File: config.mk
export PLATFORM = sky130hd
export DESIGN_NAME = pmc_top
export DESIGN_NICKNAME = d
export VERILOG_FILES = /design/src/common/pmc_pkg.sv /design/src/common/pmc_fef_if.sv /design/src/logic/pmc_fef.sv /design/src/logic/pmc_top.sv
export VERILOG_INCLUDE_DIRS = /design/src /design/src/common
export SDC_FILE = /design/constraint.sdc
export NUM_CORES = 1
export LEC_CHECK = 0
export BUFFER_PORTS_ARGS = -buffer_cell sky130_fd_sc_hd__buf_2
export CORE_ASPECT_RATIO = 1.2
export CORE_MARGIN = 3
export CORE_UTILIZATION = 25
export CTS_CLUSTER_SIZE = 24
export DETAILED_ROUTE_END_ITERATION = 8
export PLACE_DENSITY_LB_ADDON = 0.25
export SLEW_MARGIN = 30
export SYNTH_ARGS = -nofsm -noshare
export SYNTH_HDL_FRONTEND = slang
export SYNTH_SLANG_ARGS = --single-unit
File: constraint.sdc
create_clock -name clk -period 3.69 [get_ports clk]
set_input_delay 0.369 -clock clk [delete_from_list [all_inputs] [get_ports clk]]
set_output_delay 0.369 -clock clk [all_outputs]
set_load 0.005 [all_outputs]
File: src/common/pmc_regs.svh
`ifndef PMC_REGS_SVH
`define PMC_REGS_SVH

// Register indices and byte addresses (index times four)
`define PMC_IDX_CTRL      8'h00
`define PMC_IDX_STATUS    8'h01
`define PMC_IDX_PHYCTL    8'h1F
`define PMC_ADDR_CTRL     8'h00
`define PMC_ADDR_STATUS   8'h04
`define PMC_ADDR_PHYCTL   8'h7C
// Control register fields
`define PMC_CTRL_TXDIS    0
`define PMC_CTRL_PD       11
`define PMC_CTRL_ANEG     12
`define PMC_CTRL_RST      16'h1000
// Vendor control fields
`define PMC_PHY_PSDIS     10
`define PMC_PHY_MDIX      13
`define PMC_PHY_RST       16'h2000
// Status layout: fiber, signal, fault, link, pd, psave, rmii, b2b
`define PMC_STAT_W        8
// Pin synchroniser reset value, power-down pin idles high
`define PMC_SYNC_RST      8'h04
// Far-end fault pattern length in ones
`define PMC_FEF_ONES      7'h54
`endif

File: src/common/pmc_pkg.sv
package pmc_pkg;
    // Far-end fault generator phase
    typedef enum logic [0:0] {
        PMC_FG_ONES = 1'b0,
        PMC_FG_ZERO = 1'b1
    } pmc_fg_state_t;
endpackage

File: src/common/pmc_fef_if.sv
`timescale 1ns/10ps
interface pmc_fef_if;
    logic gen_en;    // Send fault pattern
    logic mac_bit;   // Normal transmit bit
    logic line_bit;  // Received line bit
    logic tx_bit;    // Transmit line bit
    logic fef_det;   // Fault pattern received
    modport gen (input gen_en, mac_bit, line_bit, output tx_bit, fef_det);
    modport ctl (output gen_en, mac_bit, line_bit, input tx_bit, fef_det);
endinterface

File: src/logic/pmc_fef.sv
`timescale 1ns/10ps
`include "pmc_regs.svh"
module pmc_fef (
    input  wire logic clk,     // System clock
    input  wire logic arst_n,  // Async reset
    pmc_fef_if.gen    fif      // Fault generator link
);
    pmc_pkg::pmc_fg_state_t state;
    pmc_pkg::pmc_fg_state_t next_state;
    logic [6:0] gen_cnt;
    logic [6:0] next_gen_cnt;
    logic [6:0] ones_cnt;
    logic [6:0] next_ones_cnt;
    logic       tx_bit;
    logic       next_tx_bit;
    logic       det;
    logic       next_det;

    // Pattern generator and fault detector next values
    always_comb begin
        next_state    = state;
        next_gen_cnt  = gen_cnt;
        next_tx_bit   = fif.mac_bit;
        next_ones_cnt = ones_cnt;
        next_det      = det;
        if (fif.gen_en) begin
            case (state)
                pmc_pkg::PMC_FG_ONES: begin
                    next_tx_bit  = 1'b1;
                    next_gen_cnt = gen_cnt + 7'h01;
                    if (gen_cnt == `PMC_FEF_ONES - 7'h01) begin
                        next_state = pmc_pkg::PMC_FG_ZERO;
                    end
                end
                pmc_pkg::PMC_FG_ZERO: begin
                    next_tx_bit  = 1'b0;
                    next_gen_cnt = 7'h00;
                    next_state   = pmc_pkg::PMC_FG_ONES;
                end
                default: next_state = pmc_pkg::PMC_FG_ONES;
            endcase
        end else begin
            next_state   = pmc_pkg::PMC_FG_ONES;
            next_gen_cnt = 7'h00;
        end
        // A zero after a full run of ones marks a received fault
        if (fif.line_bit) begin
            if (ones_cnt != 7'h7F) begin
                next_ones_cnt = ones_cnt + 7'h01;
            end
        end else begin
            next_det      = (ones_cnt == `PMC_FEF_ONES);
            next_ones_cnt = 7'h00;
        end
    end

    // State registers
    always_ff @(posedge clk or negedge arst_n) begin
        if (!arst_n) begin
            state    <= pmc_pkg::PMC_FG_ONES;
            gen_cnt  <= 7'h00;
            ones_cnt <= 7'h00;
            tx_bit   <= 1'b0;
            det      <= 1'b0;
        end else begin
            state    <= next_state;
            gen_cnt  <= next_gen_cnt;
            ones_cnt <= next_ones_cnt;
            tx_bit   <= next_tx_bit;
            det      <= next_det;
        end
    end

    assign fif.tx_bit  = tx_bit;
    assign fif.fef_det = det;

    fef_zero_a: assert property (@(posedge clk) disable iff (!arst_n)
        fif.gen_en && state == pmc_pkg::PMC_FG_ZERO |=> !tx_bit && $past(tx_bit))
        else $error("fault pattern zero not sent after ones");
    fef_run_a: assert property (@(posedge clk) disable iff (!arst_n)
        fif.gen_en && state == pmc_pkg::PMC_FG_ONES |=> tx_bit && gen_cnt <= `PMC_FEF_ONES)
        else $error("fault pattern run of ones broken");
    fef_pass_a: assert property (@(posedge clk) disable iff (!arst_n)
        !fif.gen_en |=> tx_bit == $past(fif.mac_bit))
        else $error("transmit path altered outside fault generation");
endmodule // pmc_fef

File: src/logic/pmc_top.sv
`timescale 1ns/10ps
`include "pmc_regs.svh"
module pmc_top (
    input  wire logic        clk,                          // 10 MHz clock
    input  wire logic        arst_n,                       // Async reset
    input  wire logic [7:0]  avs_address,                  // Byte address
    input  wire logic        avs_read,                     // Read request
    input  wire logic        avs_write,                    // Write request
    input  wire logic [31:0] avs_writedata,                // Write data
    output logic      [31:0] avs_readdata,                 // Read data
    output logic             avs_waitrequest,              // Wait request
    input  wire logic        rmii_mode_strap,              // Pin: reduced mode
    input  wire logic        fef_enable_strap,             // Pin: fault enable
    input  wire logic        back_to_back_strap,           // Pin: converter
    input  wire logic        power_down_pin_n,             // Pin: power down
    input  wire logic [1:0]  fiber_signal_detect_in,       // Pin: thresholds
    input  wire logic        converter_tx_disable_in,      // Pin: tx disable
    input  wire logic        line_energy_in,               // Pin: energy seen
    input  wire logic        copper_link_in,               // Copper link good
    input  wire logic        crs_dv_in,                    // Frame in progress
    input  wire logic        rx_code_err_in,               // Decode error
    input  wire logic        mac_tx_bit_in,                // MAC transmit bit
    input  wire logic        rx_line_bit_in,               // Received line bit
    output logic             rx_er,                        // Receive error
    output logic             tx_line_bit,                  // Line transmit bit
    output logic             tx_line_oe,                   // Line driver on
    output logic             rmii_mode,                    // Reduced mode
    output logic             fiber_mode,                   // Fiber selected
    output logic             far_end_fault,                // Fault received
    output logic             link_up,                      // Link reported up
    output logic             auto_neg_en,                  // Negotiation on
    output logic             auto_mdix_en,                 // Crossover on
    output logic             deny_10m,                     // No 10 Mb/s link
    output logic             power_down,                   // Powered down
    output logic             power_save_active,            // Circuits shut
    output logic             converter_energy_detect_out   // Spare rx bit
);
    pmc_fef_if fif ();

    // Pin synchronisers: s1 feeds only s2
    logic [7:0] pin_s1;
    logic [7:0] pin_s2;
    logic       sd_mode_s;
    logic       sd_sig_s;
    logic       pd_n_s;
    logic       txdis_s;
    logic       energy_s;

    always_ff @(posedge clk or negedge arst_n) begin
        if (!arst_n) begin
            pin_s1 <= `PMC_SYNC_RST;
            pin_s2 <= `PMC_SYNC_RST;
        end else begin
            pin_s1 <= {back_to_back_strap, fef_enable_strap, rmii_mode_strap,
                       energy_in_w(line_energy_in), converter_tx_disable_in,
                       power_down_pin_n, fiber_signal_detect_in};
            pin_s2 <= pin_s1;
        end
    end

    function automatic logic energy_in_w(input logic e);
        energy_in_w = e;
    endfunction

    assign sd_mode_s = pin_s2[0];
    assign sd_sig_s  = pin_s2[1];
    assign pd_n_s    = pin_s2[2];
    assign txdis_s   = pin_s2[3];
    assign energy_s  = pin_s2[4];

    // Strap capture once the synchroniser has filled after reset
    logic [1:0] strap_cnt;
    logic [1:0] next_strap_cnt;
    logic [2:0] straps;
    logic [2:0] next_straps;

    always_comb begin
        next_strap_cnt = strap_cnt;
        next_straps    = straps;
        if (strap_cnt != 2'h3) begin
            next_strap_cnt = strap_cnt + 2'h1;
            if (strap_cnt == 2'h2) begin
                next_straps = pin_s2[7:5];
            end
        end
    end

    always_ff @(posedge clk or negedge arst_n) begin
        if (!arst_n) begin
            strap_cnt <= 2'h0;
            straps    <= 3'h0;
        end else begin
            strap_cnt <= next_strap_cnt;
            straps    <= next_straps;
        end
    end

    logic rmii_st;
    logic fef_st;
    logic b2b_st;
    assign rmii_st = straps[0];
    assign fef_st  = straps[1];
    assign b2b_st  = straps[2];

    // Avalon slave: one wait cycle, then a single accept cycle
    logic [15:0] ctrl;
    logic [15:0] next_ctrl;
    logic [15:0] phyctl;
    logic [15:0] next_phyctl;
    logic [31:0] next_readdata;
    logic        next_waitrequest;
    logic        req;
    logic        acc_wr;
    logic [7:0]  status;

    assign req    = avs_read || avs_write;
    assign acc_wr = avs_write && !avs_waitrequest;
    assign status = {b2b_st, rmii_st, power_save_active, power_down,
                     link_up, far_end_fault, sd_sig_s && fiber_mode, fiber_mode};

    always_comb begin
        next_ctrl        = ctrl;
        next_phyctl      = phyctl;
        next_readdata    = avs_readdata;
        next_waitrequest = !(req && avs_waitrequest);
        if (req && avs_waitrequest) begin
            if (avs_address == `PMC_ADDR_CTRL) begin
                next_readdata = {16'h0000, ctrl};
            end else if (avs_address == `PMC_ADDR_STATUS) begin
                next_readdata = {24'h000000, status};
            end else if (avs_address == `PMC_ADDR_PHYCTL) begin
                next_readdata = {16'h0000, phyctl};
            end else begin
                next_readdata = 32'h00000000;
            end
        end
        if (acc_wr) begin
            if (avs_address == `PMC_ADDR_CTRL) begin
                next_ctrl = avs_writedata[15:0];
            end else if (avs_address == `PMC_ADDR_PHYCTL) begin
                next_phyctl = avs_writedata[15:0];
            end
        end
    end

    always_ff @(posedge clk or negedge arst_n) begin
        if (!arst_n) begin
            ctrl            <= `PMC_CTRL_RST;
            phyctl          <= `PMC_PHY_RST;
            avs_readdata    <= 32'h00000000;
            avs_waitrequest <= 1'b1;
        end else begin
            ctrl            <= next_ctrl;
            phyctl          <= next_phyctl;
            avs_readdata    <= next_readdata;
            avs_waitrequest <= next_waitrequest;
        end
    end

    // Mode and link logic feeding the registered outputs
    logic next_rx_er;
    logic next_tx_line_oe;
    logic next_rmii_mode;
    logic next_fiber_mode;
    logic next_far_end_fault;
    logic next_link_up;
    logic next_auto_neg_en;
    logic next_auto_mdix_en;
    logic next_deny_10m;
    logic next_power_down;
    logic next_power_save;
    logic next_energy_out;
    logic conv;

    // Converter use needs both the reduced-pin and back-to-back straps
    assign conv = rmii_st && b2b_st;

    always_comb begin
        // Error only while a frame is passed; the MAC drops it otherwise
        next_rx_er        = crs_dv_in && rx_code_err_in;
        next_rmii_mode    = rmii_st;
        next_fiber_mode   = sd_mode_s;
        next_far_end_fault = next_fiber_mode && fif.fef_det;
        if (next_fiber_mode) begin
            next_link_up = sd_sig_s && !fif.fef_det;
        end else begin
            next_link_up = copper_link_in;
        end
        next_auto_neg_en  = !next_fiber_mode && ctrl[`PMC_CTRL_ANEG];
        next_auto_mdix_en = !next_fiber_mode && phyctl[`PMC_PHY_MDIX];
        next_deny_10m     = conv && !next_fiber_mode;
        next_power_down   = ctrl[`PMC_CTRL_PD] || !pd_n_s;
        next_power_save   = !phyctl[`PMC_PHY_PSDIS] && !next_link_up
                            && !next_power_down;
        next_tx_line_oe   = !(conv && txdis_s) && !next_power_down
                            && !next_power_save
                            && !ctrl[`PMC_CTRL_TXDIS];
        next_energy_out   = conv && !next_fiber_mode && energy_s;
    end

    // Fault generator hookup
    assign fif.gen_en   = fiber_mode && !sd_sig_s && fef_st;
    assign fif.mac_bit  = mac_tx_bit_in;
    assign fif.line_bit = rx_line_bit_in;

    pmc_fef u_fef (
        .clk    (clk),
        .arst_n (arst_n),
        .fif    (fif)
    );

    // Output registers, all changing on the rising edge only
    always_ff @(posedge clk or negedge arst_n) begin
        if (!arst_n) begin
            rx_er                       <= 1'b0;
            tx_line_bit                 <= 1'b0;
            tx_line_oe                  <= 1'b0;
            rmii_mode                   <= 1'b0;
            fiber_mode                  <= 1'b0;
            far_end_fault               <= 1'b0;
            link_up                     <= 1'b0;
            auto_neg_en                 <= 1'b0;
            auto_mdix_en                <= 1'b0;
            deny_10m                    <= 1'b0;
            power_down                  <= 1'b0;
            power_save_active           <= 1'b0;
            converter_energy_detect_out <= 1'b0;
        end else begin
            rx_er                       <= next_rx_er;
            tx_line_bit                 <= fif.tx_bit;
            tx_line_oe                  <= next_tx_line_oe;
            rmii_mode                   <= next_rmii_mode;
            fiber_mode                  <= next_fiber_mode;
            far_end_fault               <= next_far_end_fault;
            link_up                     <= next_link_up;
            auto_neg_en                 <= next_auto_neg_en;
            auto_mdix_en                <= next_auto_mdix_en;
            deny_10m                    <= next_deny_10m;
            power_down                  <= next_power_down;
            power_save_active           <= next_power_save;
            converter_energy_detect_out <= next_energy_out;
        end
    end

    rxer_set_a: assert property (@(posedge clk) disable iff (!arst_n)
        crs_dv_in && rx_code_err_in |=> rx_er)
        else $error("receive error missed a frame error");
    rxer_clear_a: assert property (@(posedge clk) disable iff (!arst_n)
        !(crs_dv_in && rx_code_err_in) |=> !rx_er)
        else $error("receive error high with no error");
    pd_enter_a: assert property (@(posedge clk) disable iff (!arst_n)
        ctrl[`PMC_CTRL_PD] || !pd_n_s |=> power_down)
        else $error("power down not entered");
    fiber_force_a: assert property (@(posedge clk) disable iff (!arst_n)
        fiber_mode |-> !auto_neg_en && !auto_mdix_en)
        else $error("negotiation or crossover on in fiber mode");
    fault_link_a: assert property (@(posedge clk) disable iff (!arst_n)
        far_end_fault |-> !link_up)
        else $error("link up while far-end fault received");
    conv_txoff_a: assert property (@(posedge clk) disable iff (!arst_n)
        conv && txdis_s |=> !tx_line_oe)
        else $error("driver on while converter disable high");
    no_10m_a: assert property (@(posedge clk) disable iff (!arst_n)
        $past(conv) && !fiber_mode && $past(strap_cnt) == 2'h3 |-> deny_10m)
        else $error("10 Mb/s allowed on converter copper side");
    psave_link_a: assert property (@(posedge clk) disable iff (!arst_n)
        power_save_active |-> !link_up && !tx_line_oe)
        else $error("power save active with link or driver on");
    mdix_off_a: assert property (@(posedge clk) disable iff (!arst_n)
        acc_wr && avs_address == `PMC_ADDR_PHYCTL
        && !avs_writedata[`PMC_PHY_MDIX] ##1 !acc_wr |=> !auto_mdix_en)
        else $error("crossover not disabled by write");
    bus_ack_a: assert property (@(posedge clk) disable iff (!arst_n)
        req && avs_waitrequest |=> !avs_waitrequest ##1 avs_waitrequest)
        else $error("bus answer not one cycle after request");
endmodule // pmc_top

# Word-level counts from Yosys, hierarchy flattened
# Index checks and enable logic that the tools add are counted.
# word_totals
regBits	116
elab_cells	89
out_inout_bits	46
# classes
n_bitwise	2
n_eq_ne	8
reduce_logical	37
add_sub_neg	3
muxes	13
# op_table
cell	n
two-way mux 16 bit	2
two-way mux 32 bit	1
two-way mux 7 bit	3
logical AND 1 bit	19
adder 7 x 1 -> 7 bit (second input constant)	2
== test 7 bit (second input constant)	2
case mux 7 bit (2 select lines)	1
logical NOT 1 bit	12
== test 8 x 3 -> 1 bit (second input constant)	1
== test 8 x 7 -> 1 bit (second input constant)	1
logical NOT 8 bit	1
inequality test 7 bit (second input constant)	1
two-way mux 1 bit	4
case mux 1 bit (2 select lines)	2
AND reduction 2 bit	2
AND reduction 3 bit	1
adder 2 x 1 -> 2 bit (second input constant)	1
== test 2 bit (second input constant)	1
logical OR 1 bit	2
inequality test 2 x 1 -> 1 bit (second input constant)	1
inequality test 2 bit (second input constant)	1
NOT 1 bit	2

# Depth between registers and ports, before layout
# logic_depth
word_depth	9
mapped_depth	5

# Modules after synthesis
# From an unflattened synthesis, not the netlist that was laid out.
# unflattened
cells_unflattened	311
area_unflattened_um2	4095.2
# modules_own_cells
module	cells_per_inst	instances	area_each_um2
pmc_top	236	1	3289.4
pmc_fef	75	1	805.8

# Least setup slack after synthesis
# OpenSTA, ideal clock, no wires.
# synth_timing
path_kind	input -> register
start	input avs_address[7]
end	register phyctl[10]
required_ns	3.565
cell_stages	5
setup_ns	0.125
t_arrival_ns	1.473
slack_ns	2.092
cell_sequence	nor3_4 > nand4_2 > nor2_4 > buf_6 > mux2_2
# synth_via
elab_chain_len	3
# synth_rtl
item	line_no	rtl
from (decl)	pmc_top.sv:6	input wire logic [7:0] avs_address,
logical NOT 8 bit (no line)	-	
NOT 1 bit (no line)	-	
AND reduction 3 bit (no line) (*)	-	
to (signal assigned)	pmc_top.sv:149	phyctl <= `PMC_PHY_RST;
to (signal assigned)	pmc_top.sv:154	phyctl <= next_phyctl;
to (decl)	pmc_top.sv:108	logic [15:0] phyctl;
# Every way passes the cells marked *; elsewhere a longest branch is shown, timed or not.
# A chain may end at the register's enable or synchronous reset.

# Final worst setup path
# layout_timing
start	register avs_waitrequest
end	register avs_readdata[8]
# layout_via
elab_chain_len	1
# layout_rtl
item	line_no	rtl
from (decl)	pmc_top.sv:11	output logic avs_waitrequest,
from (signal assigned)	pmc_top.sv:156	avs_waitrequest <= next_waitrequest;
logical AND 1 bit	pmc_top.sv:126	if (req && avs_waitrequest) begin
to (signal assigned)	pmc_top.sv:155	avs_readdata <= next_readdata;
to (decl)	pmc_top.sv:10	output logic [31:0] avs_readdata,
# Every way passes these cells.

==> flow_metrics.py <==
metrics = {
    "run_status": {
        "status": "finished, final reports clean",
    },
    "worst_setup_path": {
        "reg2reg_depth": 4,
        "crit_arrival_ns": 2.21,
        "path_delay_family": "simple AND/OR/NAND/NOR gates",
        "crit_slowest_cell": "dfstp_2",
        "end_kind": "flip-flop",
        "slowest_delay_ns": 0.53,
        "cp.required_ns": 3.96,
        "crit_chain": "o21ai_1 > nand3b_2 > nor2_2 > a221o_1",
        "crit_buf_inv": 0,
        "crit_path_max_fanout": 9,
        "startpoint_type": "flip-flop",
        "crit_cells": 4,
        "criticalPathCategory": "reg2reg",
    },
    "global_routing": {
        "grt_pass1_wl_um": 13200,
        "grtUsageMet2_pct": 15.9,
        "grt.total_usage_pct": 10.0,
        "antenna_found_initial": 2,
        "first_global_vias": 2457,
        "grt_max_degree": 74,
        "grt_use_met1_pct": 12.6,
        "grt-busiest-layer": "met2",
        "grt_use_met3_pct": 3.68,
        "grt-ovfl-total": 0,
    },
    "logic_synthesis": {
        "async_reset_ff_share_pct": 100,
        "synth_area_per_cell_sq_um": 13.9,
        "synth-seq-cells": 100,
        "synthDistinctLibCells": 41,
        "synth_area_sq_um": 3990,
        "yosys_warnings": 0,
        "synthFlopType": "dfrtp_1",
        "synth_edf_count": 0,
        "syn-instance-count": 287,
        "yosysSeqAreaShare_pct": 63.0,
    },
    "final_layout": {
        "layout_common_cells": "dfrtp_1 (95), buf_2 (69), mux2_2 (35), nor2_1 (16), conb_1 (16)",
        "final_common_cell": "dfrtp_1",
        "drive_gt1_share_pct": 37.0,
        "fill_cells": 1584,
        "antennaDiodeCount": 0,
        "nNetsFinal": 425,
        "multi_input_area_sq_um": 1350,
        "synthToLayoutAreaGrowth_pct": 20.2,
        "regArea_sq_um": 2510,
    },
    "timing": {
        "worst_pin_slew_ns": 0.831,
        "rsz0062_at_grt": "no",
        "finalClockSkew_ns": 0.0145,
        "setup_tns_ns": 0,
        "timing.hold.ws_ns": 0.0350,
        "fin_crit_sh_pct": 52.3,
        "min_period_ns": 1.93,
        "setup_viol": 0,
        "hold_viol": 0,
        "maxSlewViolCount": 0,
        "max_freq_mhz": 518,
        "slew_headroom_pct": 44.6,
    },
    "die": {
        "rows": 49,
        "die_height_um": 144,
        "die_w_um": 121,
        "core_sq_um": 15300,
        "pin_count": 103,
        "design.die.area_sq_um": 17500,
        "start_util_pct": 26.0,
    },
    "clock_network": {
        "postCtsSetupBuffers": 0,
        "cts_tree": "yes",
        "hold_buffers": 0,
        "clk_pin_slew_ns": 0.07,
        "htreeDepth": 3,
        "numCtsBuffers": 9,
        "clock_latency_ns": 0.35,
        "postCtsResizedCells": 0,
        "clock-root-buffer": "clkbuf_16",
        "clock-sinks": 100,
        "clk_path_buf_depth": 2,
    },
    "power_and_ir_drop": {
        "seqPwrFrac_pct": 53.5,
        "power.internal_mw": 1.65,
        "peakVddDrop_uv": 188,
        "p_sw_share_pct": 23.0,
        "p_per_area_nw_per_um2": 448,
        "p_leak_nw": 2.37,
        "p_clk_share_pct": 41.2,
        "power_frac_comb_pct": 5.4,
        "switching_power_mw": 0.494,
    },
    "min_path": {
        "hold_path.class": "in2async",
    },
    "route": {
        "detail_route.vias_per_cell": 4.21,
        "wl_um": 8520,
        "ant_nets": 0,
        "dr.pass1.iters": 4,
        "vias": 2406,
        "initialDrtViolationCount": 104,
        "detail_route.wl_per_cell_um": 14.9,
        "drc": 0,
    },
    "placement": {
        "portBuffers": 70,
        "dp_hpwl_um": 5880,
        "gp_congestion": 0.729,
    },
    "flow_run": {
        "cap_violations": 0,
    },
}
## metal layers
layer | part of all wire, % | up-vias
li1 | - | 1133
met1 | 44 | 1193
met2 | 47 | 60
met3 | 6.5 | 16
met4 | 1.5 | 4
met5 | 0.25 | -
## through the flow
stage               area [sq um]  setup slack, ns  util, %  total power [mW]  cells
floorplan                   4040             2.09        -              1.22    302
global placement            4510             1.67     29.4              1.29    556
detailed placement          4510             1.62     29.4              1.29    556
CTS                         4790             1.65     31.2              2.19    572
global route                4790             1.62     31.2              2.25    572
finish                      4790             1.76     31.2              2.15    572
## sequential cells by signal (all words and copies together), names as in the netlist, 2 cells and up
register / flops
ctrl: 16
phyctl: 16
pin_s1: 8
strap_cnt: 2
u_fef.ones_cnt: 7
pin_s2: 8
u_fef.gen_cnt: 7
avs_readdata: 16
straps: 3
## kinds of logic (layout without fill, tap and decap cells)
kind of cell             count (synthesis)  count (layout)  synth area share (%)
AO/OA/AOI/OAI                           30              30                  5.93
XOR/XNOR                                 8               8                  1.76
adder cells (fa/ha/maj)                  5               5                  1.57
buffers and inverters                   28              94                  4.62
flip-flops                             100             100                  63.0
multiplexers                            43              43                  11.9
other                                    1              16                0.0941
AND/OR/NAND/NOR                         72              72                  11.2
## Yosys cell counts (4+ instances only)
library cell | number | area (sq um)
xnor2_1 | 4 | 35.0
mux2_2 | 35 | 394
nand2_1 | 8 | 30.0
a31oi_1 | 4 | 25.0
inv_1 | 5 | 18.8
dfstp_2 | 5 | 131
mux2i_1 | 8 | 80.1
nor2b_1 | 4 | 25.0
buf_4 | 16 | 120
dfrtp_1 | 95 | 2380
xor2_1 | 4 | 35.0
and3_1 | 4 | 25.0
and2_1 | 14 | 87.6
nor2_1 | 16 | 60.1
a221o_1 | 15 | 150
ha_1 | 5 | 62.6
o21ai_0 | 9 | 45.0
## power by group through the flow
stage,clock network (mW),registers [mW],logic (mW)
after floorplan,0,1.16,0.0573
after global placement,0,1.17,0.117
after detailed placement,0,1.17,0.119
after CTS,0.922,1.15,0.120
after global routing,0.969,1.15,0.132
final,0.884,1.15,0.115
## worst paths after layout
kind | start | slack, ns | to
hold reg to reg | pin_s1[0] | 0.35 | pin_s2[0]
max in group asynchronous | arst_n | 2.90 | ctrl[12]
min in group clk | power_down_pin_n | 0.13 | pin_s1[2]
setup / recovery | avs_waitrequest | 1.76 | avs_readdata[8]
setup reg to reg | avs_waitrequest | 1.76 | avs_readdata[8]
hold / removal | arst_n | 0.03 | avs_readdata[1]
## area by class of cell
class | instances | share of cell area, %
Clock buffer | 11 | 5.07
Clock inverter | 5 | 0.758
Inverter | 5 | 0.392
Multi-Input combinational cell | 174 | 28.2
Sequential cell | 100 | 52.4
Tap cell | 204 | 5.33
Timing Repair Buffer | 73 | 7.92
## worst reg2reg max path, stage by stage, from the launching register on
cell and delay, ns:
dfstp_2 0.53, o21ai_1 0.21, nand3b_2 0.44, nor2_2 0.45
a221o_1 0.24
Power figures use the tool's default switching activity.
